**src/include/frame_check_consts.vh**
```
// Purpose: register offsets, field positions, reset values and codes for the checker and test modes
// Assumes: 16-bit register words on a plain address/strobe port
// Notes: guarded against double inclusion
`ifndef FRAME_CHECK_CONSTS_VH
`define FRAME_CHECK_CONSTS_VH
`define ADR_NEG_CTRL 16'h0200
`define ADR_TEST_MODE 16'h08f8
`define ADR_FORCED 16'h8000
`define ADR_CHK_EN 16'h8001
`define ADR_CHK_SRC 16'h8005
`define ADR_CRC_ERR 16'h8008
`define ADR_FRM_HI 16'h8009
`define ADR_FRM_LO 16'h800a
`define ADR_LEN_ERR 16'h8020
`define ADR_ALN_ERR 16'h8021
`define ADR_SYM_ERR 16'h8022
`define ADR_OVR_ERR 16'h8023
`define ADR_UND_ERR 16'h8024
`define ADR_ODD_FRM 16'h8025
`define ADR_ODD_PRE 16'h8026
`define ADR_FALSE_CAR 16'h8027
`define ADR_PD_CTRL 16'h8812
`define ADR_PD_STAT 16'h8818
`define ADR_IRQ_STAT 16'h8830
`define ADR_IRQ_MASK 16'h8831
`define BIT_CHK_EN 0
`define BIT_CHK_SRC 0
`define BIT_NEG_EN 12
`define BIT_FORCED 0
`define BIT_PD 0
`define BIT_PD_RDY 1
`define RST_NEG_CTRL 16'h1000
`define RST_PD_CTRL 16'h0000
`define PD_SETTLE_CYC 4'h8
`define TM_NORMAL 3'h0
`define TM_ALT 3'h1
`define TM_DROOP 3'h2
`define TM_IDLE 3'h3
`define DROOP_HALF 5'h0a
`define SYM_ZERO 2'h0
`define SYM_PLUS 2'h1
`define SYM_MINUS 2'h3
`define IRQ_BITS 3
`endif

```
**src/core/frame_check_and_test_modes.v**
```verilog
// Purpose: frame checker counters with read snapshot, and transmit test pattern generator
// Assumes: frame status strobes arrive from logic on core_clk; pattern symbols replace tx data
// Notes: one clock, asynchronous active-low reset, read data one cycle after read strobe
//
// Behaviour
// - checker counts only while enable bit set
// - source select picks mac or phy frames
// - count crc failures per checked frame
// - crc counter read snapshots all counters
// - frame count split high and low
// - separate length, align, symbol, size counters
// - count odd-nibble bodies and preambles separately
// - count every cycle spent in invalid start state
// - test mode changes only tx symbols and, in mode 3, force_master
// - mode 1 sends plus then minus
// - mode 2 sends ten plus, ten minus
// - mode 3 sends normal idle as master
// - ready bit reports power-down completion
`timescale 1ns/1ps
`include "frame_check_consts.vh"
module frame_check_and_test_modes
(
	// clock and reset
	input wire core_clk,
	input wire arst_n,
	// register port
	input wire [15:0] reg_addr,
	input wire [15:0] reg_wdata,
	input wire reg_wr,
	input wire reg_rd,
	output reg [15:0] reg_rdata,
	// frame status from mac side, one-cycle pulses at frame end
	input wire mac_frame_done,
	input wire [7:0] mac_frame_flags,
	input wire mac_invalid_stream_start_state,
	// frame status from phy receive path
	input wire phy_frame_done,
	input wire [7:0] phy_frame_flags,
	input wire phy_invalid_stream_start_state,
	// transmit symbol path
	input wire [1:0] tx_sym_in,
	input wire tx_sym_valid,
	output reg [1:0] tx_sym_out,
	output reg tx_sym_out_valid,
	output reg force_master,
	// control outputs
	output reg negotiation_enable,
	output reg negotiation_forced_mode,
	output reg software_powerdown,
	output reg irq
);
	// flag bits: 0 crc,1 len,2 align,3 symbol,4 oversize,5 undersize,6 odd body,7 odd preamble
	localparam N_ERR = 8;
	localparam [15:0] NEG_RST = `RST_NEG_CTRL;

	// registers
	reg checker_enable_r;
	reg checker_source_select_r;
	reg [2:0] tx_test_mode_control_r;
	reg [31:0] frame_cnt_r;
	reg [31:0] frame_latch_r;
	reg [15:0] false_car_r;
	reg [15:0] false_car_latch_r;
	reg [15:0] err_cnt_r [0:N_ERR-1];
	reg [15:0] err_latch_r [0:N_ERR-1];
	reg [3:0] pd_cnt_r;
	reg pd_rdy_r;
	reg [2:0] irq_stat_r;
	reg [2:0] irq_mask_r;
	reg [4:0] sym_cnt_r;
	reg sym_phase_r;

	// selected source
	wire sel_done = checker_source_select_r ? phy_frame_done : mac_frame_done;
	wire [7:0] sel_flags = checker_source_select_r ? phy_frame_flags : mac_frame_flags;
	wire sel_ssd = checker_source_select_r ? phy_invalid_stream_start_state : mac_invalid_stream_start_state;
	wire frame_ev = checker_enable_r & sel_done;
	wire ssd_ev = checker_enable_r & sel_ssd;
	wire snap = reg_rd & (reg_addr == `ADR_CRC_ERR);
	wire stat_rd = reg_rd & (reg_addr == `ADR_IRQ_STAT);

	// saturating increment keeps a full counter from wrapping to zero
	function [15:0] inc16;
		input [15:0] v;
		input en;
		begin
			inc16 = (en && v != 16'hffff) ? v + 16'h0001 : v;
		end
	endfunction

	// the two pattern modes that replace the transmit stream
	function is_pattern;
		input [2:0] m;
		begin
			is_pattern = (m == `TM_ALT) || (m == `TM_DROOP);
		end
	endfunction

	// config register writes
	always @(posedge core_clk or negedge arst_n)
	begin
		if (!arst_n)
		begin
			checker_enable_r <= 1'b0;
			checker_source_select_r <= 1'b0;
			tx_test_mode_control_r <= `TM_NORMAL;
			negotiation_enable <= NEG_RST[`BIT_NEG_EN];
			negotiation_forced_mode <= 1'b0;
			software_powerdown <= 1'b0;
			irq_mask_r <= 3'h0;
		end
		else if (reg_wr)
		begin
			case (reg_addr)
				`ADR_CHK_EN:
				begin
					checker_enable_r <= reg_wdata[`BIT_CHK_EN];
				end
				`ADR_CHK_SRC:
				begin
					checker_source_select_r <= reg_wdata[`BIT_CHK_SRC];
				end
				`ADR_TEST_MODE:
				begin
					tx_test_mode_control_r <= reg_wdata[2:0];
				end
				`ADR_NEG_CTRL:
				begin
					negotiation_enable <= reg_wdata[`BIT_NEG_EN];
				end
				`ADR_FORCED:
				begin
					negotiation_forced_mode <= reg_wdata[`BIT_FORCED];
				end
				`ADR_PD_CTRL:
				begin
					software_powerdown <= reg_wdata[`BIT_PD];
				end
				`ADR_IRQ_MASK:
				begin
					irq_mask_r <= reg_wdata[2:0];
				end
				default: ;
			endcase
		end
	end

	// frame and false carrier counters with snapshot
	always @(posedge core_clk or negedge arst_n)
	begin
		if (!arst_n)
		begin
			frame_cnt_r <= 32'h00000000;
			frame_latch_r <= 32'h00000000;
			false_car_r <= 16'h0000;
			false_car_latch_r <= 16'h0000;
		end
		else
		begin
			if (frame_ev && frame_cnt_r != 32'hffffffff)
				frame_cnt_r <= frame_cnt_r + 32'h00000001;
			false_car_r <= inc16(false_car_r, ssd_ev);
			if (snap)
			begin
				frame_latch_r <= frame_cnt_r;
				false_car_latch_r <= false_car_r;
			end
		end
	end

	// per-class error counters, one per flag bit
	genvar gi;
	generate
		for (gi = 0; gi < N_ERR; gi = gi + 1)
		begin : g_err
			always @(posedge core_clk or negedge arst_n)
			begin
				if (!arst_n)
				begin
					err_cnt_r[gi] <= 16'h0000;
					err_latch_r[gi] <= 16'h0000;
				end
				else
				begin
					err_cnt_r[gi] <= inc16(err_cnt_r[gi], frame_ev & sel_flags[gi]);
					if (snap)
						err_latch_r[gi] <= err_cnt_r[gi];
				end
			end
		end
	endgenerate

	// power-down ready after a short settle; cleared as soon as power-down drops
	always @(posedge core_clk or negedge arst_n)
	begin
		if (!arst_n)
		begin
			pd_cnt_r <= 4'h0;
			pd_rdy_r <= 1'b0;
		end
		else if (!software_powerdown)
		begin
			pd_cnt_r <= 4'h0;
			pd_rdy_r <= 1'b0;
		end
		else if (pd_cnt_r != `PD_SETTLE_CYC)
			pd_cnt_r <= pd_cnt_r + 4'h1;
		else
			pd_rdy_r <= 1'b1;
	end

	// sticky events: 0 crc error, 1 false carrier, 2 power-down ready; set beats read-clear
	// ready event taken on the rising edge of the ready flag
	wire pd_rise = software_powerdown & ~pd_rdy_r & (pd_cnt_r == `PD_SETTLE_CYC);
	wire [2:0] irq_ev_q = {pd_rise, ssd_ev, frame_ev & sel_flags[0]};
	always @(posedge core_clk or negedge arst_n)
	begin
		if (!arst_n)
		begin
			irq_stat_r <= 3'h0;
			irq <= 1'b0;
		end
		else
		begin
			irq_stat_r <= (stat_rd ? 3'h0 : irq_stat_r) | irq_ev_q;
			irq <= |(((stat_rd ? 3'h0 : irq_stat_r) | irq_ev_q) & irq_mask_r);
		end
	end

	// read mux, data one cycle after the strobe; unmapped reads as zero
	always @(posedge core_clk or negedge arst_n)
	begin
		if (!arst_n)
			reg_rdata <= 16'h0000;
		else if (reg_rd)
		begin
			case (reg_addr)
				`ADR_NEG_CTRL:
				begin
					reg_rdata <= {3'h0, negotiation_enable, 12'h000};
				end
				`ADR_TEST_MODE:
				begin
					reg_rdata <= {13'h0000, tx_test_mode_control_r};
				end
				`ADR_FORCED:
				begin
					reg_rdata <= {15'h0000, negotiation_forced_mode};
				end
				`ADR_CHK_EN:
				begin
					reg_rdata <= {15'h0000, checker_enable_r};
				end
				`ADR_CHK_SRC:
				begin
					reg_rdata <= {15'h0000, checker_source_select_r};
				end
				`ADR_CRC_ERR:
				begin
					reg_rdata <= err_cnt_r[0];
				end
				`ADR_FRM_HI:
				begin
					reg_rdata <= frame_latch_r[31:16];
				end
				`ADR_FRM_LO:
				begin
					reg_rdata <= frame_latch_r[15:0];
				end
				`ADR_LEN_ERR:
				begin
					reg_rdata <= err_latch_r[1];
				end
				`ADR_ALN_ERR:
				begin
					reg_rdata <= err_latch_r[2];
				end
				`ADR_SYM_ERR:
				begin
					reg_rdata <= err_latch_r[3];
				end
				`ADR_OVR_ERR:
				begin
					reg_rdata <= err_latch_r[4];
				end
				`ADR_UND_ERR:
				begin
					reg_rdata <= err_latch_r[5];
				end
				`ADR_ODD_FRM:
				begin
					reg_rdata <= err_latch_r[6];
				end
				`ADR_ODD_PRE:
				begin
					reg_rdata <= err_latch_r[7];
				end
				`ADR_FALSE_CAR:
				begin
					reg_rdata <= false_car_latch_r;
				end
				`ADR_PD_CTRL:
				begin
					reg_rdata <= {15'h0000, software_powerdown};
				end
				`ADR_PD_STAT:
				begin
					reg_rdata <= {14'h0000, pd_rdy_r, 1'b0};
				end
				`ADR_IRQ_STAT:
				begin
					reg_rdata <= {13'h0000, irq_stat_r};
				end
				`ADR_IRQ_MASK:
				begin
					reg_rdata <= {13'h0000, irq_mask_r};
				end
				default: reg_rdata <= 16'h0000;
			endcase
		end
	end

	// pattern sequencer: phase flips every symbol (mode 1) or every ten (mode 2)
	always @(posedge core_clk or negedge arst_n)
	begin
		if (!arst_n)
		begin
			sym_cnt_r <= 5'h00;
			sym_phase_r <= 1'b0;
		end
		else if (software_powerdown || tx_test_mode_control_r == `TM_NORMAL)
		begin
			sym_cnt_r <= 5'h00;
			sym_phase_r <= 1'b0;
		end
		else if (tx_test_mode_control_r == `TM_ALT)
			sym_phase_r <= ~sym_phase_r;
		else if (tx_test_mode_control_r == `TM_DROOP)
		begin
			if (sym_cnt_r == `DROOP_HALF - 5'h01)
			begin
				sym_cnt_r <= 5'h00;
				sym_phase_r <= ~sym_phase_r;
			end
			else
				sym_cnt_r <= sym_cnt_r + 5'h01;
		end
	end

	// symbol mux: the tx stream changes, and force_master in mode 3; modes 3 and unknown pass normal data
	always @(posedge core_clk or negedge arst_n)
	begin
		if (!arst_n)
		begin
			tx_sym_out <= `SYM_ZERO;
			tx_sym_out_valid <= 1'b0;
			force_master <= 1'b0;
		end
		else
		begin
			force_master <= (tx_test_mode_control_r == `TM_IDLE) & ~software_powerdown;
			if (!software_powerdown && is_pattern(tx_test_mode_control_r))
			begin
				tx_sym_out <= sym_phase_r ? `SYM_MINUS : `SYM_PLUS;
				tx_sym_out_valid <= 1'b1;
			end
			else
			begin
				tx_sym_out <= tx_sym_in;
				tx_sym_out_valid <= tx_sym_valid & ~software_powerdown;
			end
		end
	end
endmodule // frame_check_and_test_modes

```
**config.mk**
```make
export PLATFORM = sky130hd
export DESIGN_NAME = frame_check_and_test_modes
export DESIGN_NICKNAME = d
export VERILOG_FILES = /design/src/core/frame_check_and_test_modes.v
export VERILOG_INCLUDE_DIRS = /design/src /design/src/include
export SDC_FILE = /design/constraint.sdc
export NUM_CORES = 1
export LEC_CHECK = 0
export BUFFER_PORTS_ARGS = -buffer_cell sky130_fd_sc_hd__buf_4
export CAP_MARGIN = 20
export CORE_MARGIN = 4
export CORE_UTILIZATION = 56
export DETAILED_ROUTE_END_ITERATION = 7
export PLACE_DENSITY = 0.74
export SKIP_CTS_REPAIR_TIMING = 1
export SLEW_MARGIN = 20
export SYNTH_ARGS = -nofsm -noshare
export SYNTH_HDL_FRONTEND = slang
export SYNTH_SLANG_ARGS = --single-unit
```
**constraint.sdc**
```tcl
create_clock -name core_clk -period 5.65 [get_ports core_clk]
set_clock_uncertainty 0.2 [all_clocks]
set_input_delay 1.13 -clock core_clk [delete_from_list [all_inputs] [get_ports core_clk]]
set_output_delay 1.13 -clock core_clk [all_outputs]
set_load 0.005 [all_outputs]
```
; Yosys cells after proc, flatten, opt, wreduce, memory -nomap -nowiden
; Index checks and enable logic that the tools add are counted.
[totals]
out_inout_bits = 24
reg_bits = 382
[op_classes]
addsub = 12
n_reduce_logical = 28
n_eq_ne = 39
n_mux = 20
n_bitwise = 21
[op_table]
columns = operator, count
row1 = $pmux W16 S20, 1
row2 = $eq A16 B16 Y1 const B, 18
row3 = $add A16 B1 Y16 const B, 9
row4 = $ne A16 B16 Y1 const B, 9
row5 = $add A32 B1 Y32 const B, 1
row6 = $ne A32 B32 Y1 const B, 1
row7 = $mux W5, 4
row8 = $reduce_and A2 Y1, 9
row9 = $and A1 B1 Y1, 16
row10 = $eq A16 B10 Y1 const B, 1
row11 = $eq A16 B12 Y1 const B, 1
row12 = $logic_and A1 B1 Y1, 11
row13 = $mux W1, 9
row14 = $mux W4, 2
row15 = $mux W8, 1
row16 = $eq A3 B2 Y1 const B, 2
row17 = $reduce_bool A3 Y1, 2
row18 = $add A5 B1 Y5 const B, 1
row19 = $eq A5 B4 Y1 const B, 1
row20 = $add A4 B1 Y4 const B, 1
row21 = $eq A4 B4 Y1 const B, 1
row22 = $mux W2, 2
row23 = $ne A2 B2 Y1 const B, 2
row24 = $ne A4 B4 Y1 const B, 1
row25 = 11 further kinds, 14

; Longest topological paths before layout
; Gate-level depths: netlist of run 1.
[logic_depth]
depth_word = 6
mapped_depth = 9

; Least setup slack after synthesis of run 1
; Ideal clock, no wire load.
[synth_timing]
kind = input to register
from = input reg_addr[9]
to = register err_latch_r[74] in the netlist's numbering
arrival_time_ns = 3.136
t_required_ns = 5.323
path_slack_ns = 2.186
path_stages = 8
setup_ns = 0.127
cell_sequence = or4_1 > buf_2 > buf_4 > nor4_4 > nand2_2 > buf_4 > buf_4 > mux2_1
[synth_via]
elab_chain_cells = 2
[synth_rtl]
columns = item, line_no
row1 = start: declaration, frame_check_and_test_modes.v:27  ; input wire [15:0] reg_addr,
row2 = $eq A16 B16 Y1, --
row3 = $and A1 B1 Y1, frame_check_and_test_modes.v:79  ; wire snap = reg_rd & (reg_addr == `ADR_CRC_ERR);
row4 = end signal: indexed assignment, frame_check_and_test_modes.v:187  ; err_latch_r[gi] <= err_cnt_r[gi];
row5 = end: declaration, frame_check_and_test_modes.v:65  ; reg [15:0] err_latch_r [0:N_ERR-1];
; Every way passes these cells.
; A chain may end at the register's enable or synchronous reset.

; Worst setup path in the final report of run 1
[layout_timing]
from = input reg_addr[13]
to = register frame_latch_r[21]
[layout_via]
elab_chain_cells = 2
[layout_rtl]
columns = item, line_no
row1 = $eq A16 B16 Y1, --
row2 = $and A1 B1 Y1, frame_check_and_test_modes.v:79
row3 = end signal: assignment, frame_check_and_test_modes.v:165  ; frame_latch_r <= frame_cnt_r;
row4 = end: declaration, frame_check_and_test_modes.v:61  ; reg [31:0] frame_latch_r;
; Every way passes these cells.

==> results.toml, run 1 <==
[grt]
grt_pass1_wl_um = 68200
grt-ovfl-total = 0
grt_max_degree = 118
antenna_found_initial = 0
grt_usage_pct = 25.5
grt_pass1_vias = 11800

[finish]
fin_nets = 1588
antenna_cells = 0
fin_area_um2 = 19700
final_cell_mix = "dfrtp_1, xnor2_1, mux2_1"
drive_gt1_share_pct = 15.7
syn_to_final_growth_pct = 12.9
num-fill-cells = 2328
final_common_cell = "dfrtp_1"

[sta]
grt_setup_unrepaired = "no"
period_needed_ps = 3830
finalHoldViolCount = 0
tightestPinTransition_ps = 1000
finalSetupViolations = 0
setup-tns-final_ps = 0
drv_slew = 0
setup_ws_ps = 1820
fin_hold_ws_ps = 277
max_freq_mhz = 261
fin_crit_sh_pct = 67.8
relSlewSlack_pct = 32.8

[logic_synthesis]
syn-cell-area_um2 = 17400
synth_cells = 1438
async_flop_share_pct = 100
synth_edf_count = 0
ys_seq_elements = 382
ys_seq_area_share_pct = 54.9
avgSynthCellArea_um2 = 12.1
synth-main-ff-cell = "dfrtp_1"
synth.distinct_cells = 68
synth_nets = 1511
yosysWarnings = 0

[cts]
cts-buffers-inserted = 40
tritoncts = "done"
clkTransAtPathRegs_ps = 60
clk_latency_ps = 530
clock-sinks = 382
cts_buffer_depth = 3
root_buffer = "clkbuf_16"
h-tree-depth = 2

[critical_path]
slowest_delay_ps = 920
cp-end-kind = "flop"
critPathArrivalTime_ps = 4020
reg2reg_depth = 6
critPathTopFamily = "simple AND/OR/NAND/NOR gates"
cp_common_cell = "buf_4"
cp-start-kind = "input pin"
worstPathCellList = "buf_4 -> or4b_1 -> nor4_4 -> nand2_8 -> buf_4 -> mux2_1"
critPathBufInv = 2
critPathMaxFanout = 87
worst-setup-path-type = "in -> reg"
worst_ep_required_time_ps = 5840
cp.depth = 6
cp_slowest_cell = "or4b_1"

[drt]
avgRoutedWirePerCell_um = 21.9
drt_first_pass_iters = 6
avgViaCountPerCell = 6.20
drtAntennaViolNets = 0
drt_iter0_drc = 1130
routed_wl_um = 42600
vias = 12000
drc = 0

[place]
dp_hpwl_um = 29800
gp_congestion = 0.880
preCtsSetupSlack_ps = 1310
placed_area_um2 = 18300
portBuffers = 70

[pwr]
p_comb_share_pct = 8.3
p_sw_share_pct = 25.4
pwr-share-clk_pct = 41.0
p_leak_uw = 0.00924
p_switching_uw = 1630
p_int_uw = 4800
irDropWorstVdd_mv = 0.231
seqPwrFrac_pct = 50.7
total_power_uw = 6430
p_per_area_nw_per_um2 = 327

[run]
maxCapViolations = 0

[floorplan]
dieArea_um2 = 34000
num_io_pins = 83
start_util_pct = 56.8
die_h_um = 184
die_w_um = 184
row_count = 64
core_um2 = 30700

[outcome]
status = "finished, final reports clean"

[min_path]
hp-class = "reg -> reg"
holdPathStages = 1
==> sequential cells by signal (all words and copies together), names as in the netlist, 2 cells and up <==
register	count
err_cnt_r	128
err_latch_r	112
false_car_latch_r	16
false_car_r	16
frame_cnt_r	32
frame_latch_r	32
irq_mask_r	3
irq_stat_r	3
pd_cnt_r	4
reg_rdata	16
sym_cnt_r	5
tx_sym_out	2
tx_test_mode_control_r	3
==> worst paths after layout <==
path                                         start           endpoint  slack [ps]
max                                   reg_addr[13]  frame_latch_r[21]        1820
min                                frame_cnt_r[19]    frame_cnt_r[19]         280
max reg2reg                checker_source_select_r      err_cnt_r[76]        2600
min reg2reg                        frame_cnt_r[19]    frame_cnt_r[19]         280
max in group asynchronous                   arst_n    err_latch_r[74]        3670
min in group asynchronous                   arst_n   err_latch_r[103]         480
==> power by group through the flow <==
stage	registers [µW]	clock network, µW	logic (µW)
floorplan	3200	0	353
global placement	3290	0	510
CTS	3250	2670	542
detailed placement	3300	0	539
finish	3260	2630	536
global route	3290	2790	605
==> Yosys cell counts, types with 10 or more instances <==
library cell | count | share of area [%]
and4_1 | 20 | 1.0
mux2_1 | 104 | 6.7
dfrtp_1 | 381 | 55
or4_1 | 12 | 0.52
a22oi_1 | 46 | 2.0
a21oi_1 | 12 | 0.34
mux2_2 | 72 | 4.7
ha_1 | 14 | 1.0
inv_1 | 27 | 0.58
nand2_1 | 94 | 2.0
xor2_1 | 55 | 2.8
a222oi_1 | 19 | 1.1
xnor2_1 | 109 | 5.5
clkbuf_1 | 29 | 0.63
nor2_1 | 66 | 1.4
nor4_1 | 18 | 0.65
buf_6 | 10 | 0.65
o21ai_0 | 16 | 0.46
a31oi_1 | 13 | 0.47
a221oi_1 | 15 | 0.75
nand3_1 | 62 | 1.8
and3_1 | 41 | 1.5
nand4_1 | 56 | 2.0
nor3_1 | 30 | 0.86
==> metal layers <==
| metal | vias to the layer above | wire length, µm | global-route usage, % |
|---|---|---|---|
| li1 | 5441 | - | - |
| met1 | 6120 | 18400 | 37.1 |
| met2 | 396 | 20000 | 40.5 |
| met3 | 75 | 2840 | 3.41 |
| met4 | 0 | 1290 | 7.66 |
| met5 | - | 0 | 0 |
==> stage by stage <==
stage / utilization (%) / cells
3_5_place_dp: 59.8 / 1869
6_report: 64.1 / 1940
5_1_grt: 64.1 / 1940
4_1_cts: 64.1 / 1940
3_3_place_gp: 59.8 / 1869
2_1_floorplan: - / 1438
==> area by class of cell <==
| cell class | count | area (µm²) | share of cell area [%] |
|---|---|---|---|
| inverters | 27 | 101 | 0.516 |
| flip-flops and latches | 382 | 9560 | 48.6 |
| clock buffers | 63 | 1230 | 6.25 |
| clock inverters | 8 | 97.6 | 0.496 |
| repair buffers | 86 | 703 | 3.58 |
| multi-input cells | 978 | 7470 | 38.0 |
| well taps | 396 | 495 | 2.52 |
==> kinds of logic (layout without fill, tap and decap cells) <==
family          count (synthesis)  count (layout)  synth area share (%)
xor+xnor                      164             164                  8.25
mux                           185             185                  11.9
compound gates                150             150                  6.52
simple gates                  465             465                  15.1
flops                         382             382                  54.9
fa+ha+maj                      14              14                  1.01
buf+inv                        78             184                  2.28
==> worst register-to-register path, delay by kind of cell, from the launching register on <==
| family | cells | cell delay (ps) |
|---|---|---|
| DFF | 1 | 430 |
| muxes | 1 | 330 |
| xor gates and xnor gates | 1 | 160 |
| and+or+nand+nor | 4 | 1850 |
Power figures use the tool's default switching activity.
==> run 2: changes to the inputs <==
- PLACE_DENSITY: 0.74 -> 0.77
- clock period: 5.65 -> 3.1 ns (I/O delays scaled with it)
==> run 2 against run 1 <==
Effect of this change: power grew 86%; cell count grew 1.9%; largest cell class unchanged; first-iteration DRC count down 17%; die area unchanged; count of clock-buffer cells in the layout is 10 lower; setup slack got worse by 1600 ps; hold slack got worse by 190 ps; critical endpoint is now err_cnt_r[109]; register-to-register slack worse by 2300 ps; wire length increased by 2.3%; critical path depth up 1; combinational power rose by 87%.
==> results.toml, run 2 (synthesis gave the netlist of run 1 again) <==
[finish]
top_regs = "err_cnt_r (128), err_latch_r (112)"
largest_reg_flops = 128
fin_nets = 1625
top_register = "err_cnt_r"
antenna_cells = 0
syn_to_final_growth_pct = 15.7
num-fill-cells = 2245
final_common_cell = "dfrtp_1"
drive_gt1_share_pct = 18.2
instances_no_fill = 1976
final_cell_mix = "dfrtp_1, xnor2_1, buf_4"

[pwr]
p_leak_uw = 0.00951
p_per_area_nw_per_um2 = 593
irDropWorstVdd_mv = 0.462

[critical_path]
critPathArrivalTime_ps = 3100
slowest_delay_ps = 600
critPathBufInv = 1
cp_slowest_cell = "dfrtp_1"
worst_ep_required_time_ps = 3360
critPathTopFamily = "simple AND/OR/NAND/NOR gates"
critPathMaxFanout = 10
cp-end-kind = "flop"
cp-start-kind = "flop"
cp_common_cell = "nor3_1"
worst-setup-path-type = "reg -> reg"
worstPathCellList = "mux2i_1 -> buf_4 -> nor3_1 -> a21boi_1 -> nand3_1 -> nor3_1 -> xor2_1"

[grt]
antenna_found_initial = 0
grt_usage_pct = 26.1
grt_max_degree = 73
grt_pass1_wl_um = 69600
grt-ovfl-total = 0
grt_pass1_vias = 12300

[floorplan]
start_util_pct = 56.8
dieArea_um2 = 34000
row_count = 64
die_w_um = 184
die_h_um = 184
num_io_pins = 83
core_um2 = 30700

[sta]
relSlewSlack_pct = 44.0
finalHoldViolCount = 0
finalSetupViolations = 0
tightestPinTransition_ps = 833
max_freq_mhz = 353
setup_ws_ps = 263
fin_crit_sh_pct = 91.5
period_needed_ps = 2840
drv_slew = 0
grt_setup_unrepaired = "no"
setup-tns-final_ps = 0

[place]
portBuffers = 70
gp_congestion = 0.919
placedCellCount = 1905
preCtsSetupSlack_ps = 30.5
dp_hpwl_um = 30600

[cts]
clock-sinks = 382
h-tree-depth = 2
cts_buffer_depth = 3
root_buffer = "clkbuf_16"
cts-buffers-inserted = 40
clkTransAtPathRegs_ps = 60
tritoncts = "done"
clk_latency_ps = 540

[run]
maxCapViolations = 0

[drt]
drtAntennaViolNets = 0
drc = 0
avgRoutedWirePerCell_um = 22.0
routed_wl_um = 43600
drt_first_pass_iters = 5
drt_iter0_drc = 942
avgViaCountPerCell = 6.21
vias = 12300

[outcome]
status = "finished, final reports clean"

[min_path]
hp-class = "in -> reg"
## run 2: cell types whose count changed in the layout (fill, tap and decap cells not counted), moves of 2 or more
cell and change:
buf_12 +11, clkbuf_1 -7, nor3_2 +2, nor3_1 -2, buf_4 +25, clkinv_2 +5
bufinv_16 +3, clkbuf_8 -3
## run 2: metal layers
| metal | up-vias | global-route usage [%] | share of wire [%] | wire, µm |
|---|---|---|---|---|
| met5 | - | 0 | 0 | 0 |
| li1 | 5517 | - | - | - |
| met4 | 0 | 7.72 | 2.8 | 1200 |
| met3 | 69 | 3.59 | 6.4 | 2770 |
| met2 | 454 | 43.2 | 48 | 21100 |
| met1 | 6239 | 36.3 | 42 | 18500 |
## run 2: path summary, 6_finish.rpt
kind,startpoint,to,slack (ps),depth (start not counted)
worst min register to register,frame_cnt_r[30],frame_cnt_r[30],280,1
worst min-delay path,tx_sym_in[0],tx_sym_out[0],90,2
max in group asynchronous,arst_n,negotiation_enable,1410,3
worst max-delay path,checker_source_select_r,err_cnt_r[109],260,7
min in group asynchronous,arst_n,err_cnt_r[85],460,2
worst max register to register,checker_source_select_r,err_cnt_r[109],260,7
## run 2: cell type report
class | instances | area, µm² | area share, %
sequential | 382 | 9560 | 47.5
multi-input combinational | 978 | 7480 | 37.1
clock buffer | 53 | 1160 | 5.77
timing repair buffer | 123 | 1120 | 5.57
tap | 396 | 495 | 2.46
clock inverter | 17 | 221 | 1.10
inverter | 27 | 101 | 0.503
## run 2: report_power, final
group / switching (µW) / internal, µW / total (µW) / leakage (µW)
Sequential: 561 / 5380 / 5940 / 0.00515
Clock: 1950 / 3050 / 4990 / 0.000693
Combinational: 507 / 493 / 1000 / 0.00366
## run 2: stage by stage
step | hold slack, ps | utilization [%] | total power (µW) | cell area [µm²]
4_1_cts | -117 | 65.6 | 12000 | 20100
2_1_floorplan | 124 | - | 6470 | 17400
3_5_place_dp | 268 | 61.1 | 6990 | 18700
6_report | 86.5 | 65.7 | 11900 | 20100
5_1_grt | 82.4 | 65.7 | 12400 | 20100
3_3_place_gp | 268 | 61.1 | 6920 | 18700
==> run 3: changes to the inputs <==
- CTS_BUF_LIST: default -> sky130_fd_sc_hd__clkbuf_8 sky130_fd_sc_hd__clkbuf_16
==> run 3 against run 2 <==
Effect of this change: cell count unchanged; count of clock-buffer cells in the layout fell by 3; die area stayed put; clock power hardly changed; critical path type unchanged; critical endpoint unchanged; largest power group unchanged; highest routed layer unchanged.
==> results.toml, run 3 (synthesis gave the netlist of run 1 again) <==
[grt]
grt_pass1_vias = 12300
grt-ovfl-total = 0
use_met3_pct = 3.59
groute.layer.met1.usage_pct = 36.3
grt_max_degree = 73
met2_usage_pct = 43.2
grt_busiest_layer = "met2"
grt_usage_pct = 26.1
grt_pass1_wl_um = 69600
antenna_found_initial = 0

[place]
gp_congestion = 0.919
portBuffers = 70
dp_hpwl_um = 30600
placedCellCount = 1905

[sta]
finalHoldViolCount = 0
setup-tns-final_ps = 0
max_freq_mhz = 353
fin_hold_ws_ps = 85.1
tightestPinTransition_ps = 832
fin_crit_sh_pct = 91.4
finalSetupViolations = 0
drv_slew = 0
grt_setup_unrepaired = "no"
relSlewSlack_pct = 44.1
period_needed_ps = 2830

[cts]
root_buffer = "clkbuf_16"
cts-buffers-inserted = 40
clock-sinks = 382
clk_latency_ps = 540
clkTransAtPathRegs_ps = 60
tritoncts = "done"
cts_buffer_depth = 3
h-tree-depth = 2

[pwr]
pwr-share-clk_pct = 41.8
irDropWorstVdd_mv = 0.462
seqPwrFrac_pct = 49.8
p_leak_uw = 0.00952
p_per_area_nw_per_um2 = 592
p_comb_share_pct = 8.4
total_power_uw = 11900
p_sw_share_pct = 25.3
p_switching_uw = 3020
p_int_uw = 8910

[drt]
vias = 12300
avgViaCountPerCell = 6.22
drtAntennaViolNets = 0
drc = 0
drt_first_pass_iters = 6
avgRoutedWirePerCell_um = 22.1
drt_iter0_drc = 941
routed_wl_um = 43600

[finish]
num-fill-cells = 2245
largest_reg_flops = 128
fin_nets = 1625
top_regs = "err_cnt_r (128), err_latch_r (112)"
antenna_cells = 0
fin_util_pct = 65.7
top_register = "err_cnt_r"
instances_no_fill = 1976
drive_gt1_share_pct = 18.2
final_cell_mix = "dfrtp_1, xnor2_1, buf_4"
syn_to_final_growth_pct = 15.7
final_common_cell = "dfrtp_1"

[critical_path]
critPathBufInv = 1
r2r-start = "checker_source_select_r"
slowest_delay_ps = 600
reg2reg_to = "err_cnt_r[109]"
critPathArrivalTime_ps = 3090
cp-start-kind = "flop"
cp_common_cell = "nor3_1"
r2r_slack_ps = 270
reg2reg_depth = 7
critPathTopFamily = "simple AND/OR/NAND/NOR gates"
cp_slowest_cell = "dfrtp_1"
cp-end-kind = "flop"
worst_ep_required_time_ps = 3360
worstPathCellList = "mux2i_1 -> buf_4 -> nor3_1 -> a21boi_1 -> nand3_1 -> nor3_1 -> xor2_1"
critPathMaxFanout = 10
worst-setup-path-type = "reg -> reg"

[min_path]
hold-path-endpoint = "tx_sym_out[0]"
hp-start = "tx_sym_in[0]"
hp-class = "in -> reg"
holdPathStages = 2

[floorplan]
start_util_pct = 56.8
row_count = 64
core_um2 = 30700
die_h_um = 184
dieArea_um2 = 34000
num_io_pins = 83
die_w_um = 184

[run]
maxCapViolations = 0

[outcome]
status = "finished, final reports clean"
[run 3: per-layer routing]
metal  vias up  wire length [µm]
li1       5521                 -
met2       442             21000
met5         -                 0
met3        68              2730
met1      6263             18600
met4         0              1270
[run 3: final cells by class]
cell class | instances | area (µm²) | area share (%)
repair buffers | 123 | 1120 | 5.57
well taps | 396 | 495 | 2.46
inverters | 27 | 101 | 0.503
flip-flops and latches | 382 | 9560 | 47.5
clock inverters | 20 | 233 | 1.16
clock buffers | 50 | 1150 | 5.71
multi-input cells | 978 | 7480 | 37.1
[run 3: worst reg2reg max path, cell delays in order, from the launching register on]
cell      delay [ps]
dfrtp_1          600
mux2i_1          250
buf_4            230
nor3_1           310
a21boi_1         420
nand3_1          280
nor3_1           300
xor2_1           170
[run 3: how the worst max path moves through the flow]
stage	startpoint	end	cells past startpoint
detailed placement	reg_addr[13]	reg_rdata[4]	8
global placement	reg_addr[13]	reg_rdata[4]	8
global route	checker_source_select_r	err_cnt_r[109]	7
CTS	checker_source_select_r	err_cnt_r[76]	6
finish	checker_source_select_r	err_cnt_r[109]	7
floorplan	reg_addr[9]	err_latch_r[74]	8
[run 3: per-stage QoR]
stage                     area, µm²  worst slack, ps
after floorplan               17400              146
after CTS                     20100              132
after global placement        18700             13.7
after global routing          20100             54.0
after detailed placement      18700             30.5
final                         20100              265
[run 3: power by group through the flow]
stage	sequential (µW)	combinational [µW]	clock, µW
6_report	5940	1000	4990
5_1_grt	6000	1130	5260
4_1_cts	5930	1010	5050
3_5_place_dp	6010	987	0
3_3_place_gp	5980	943	0
2_1_floorplan	5830	643	0
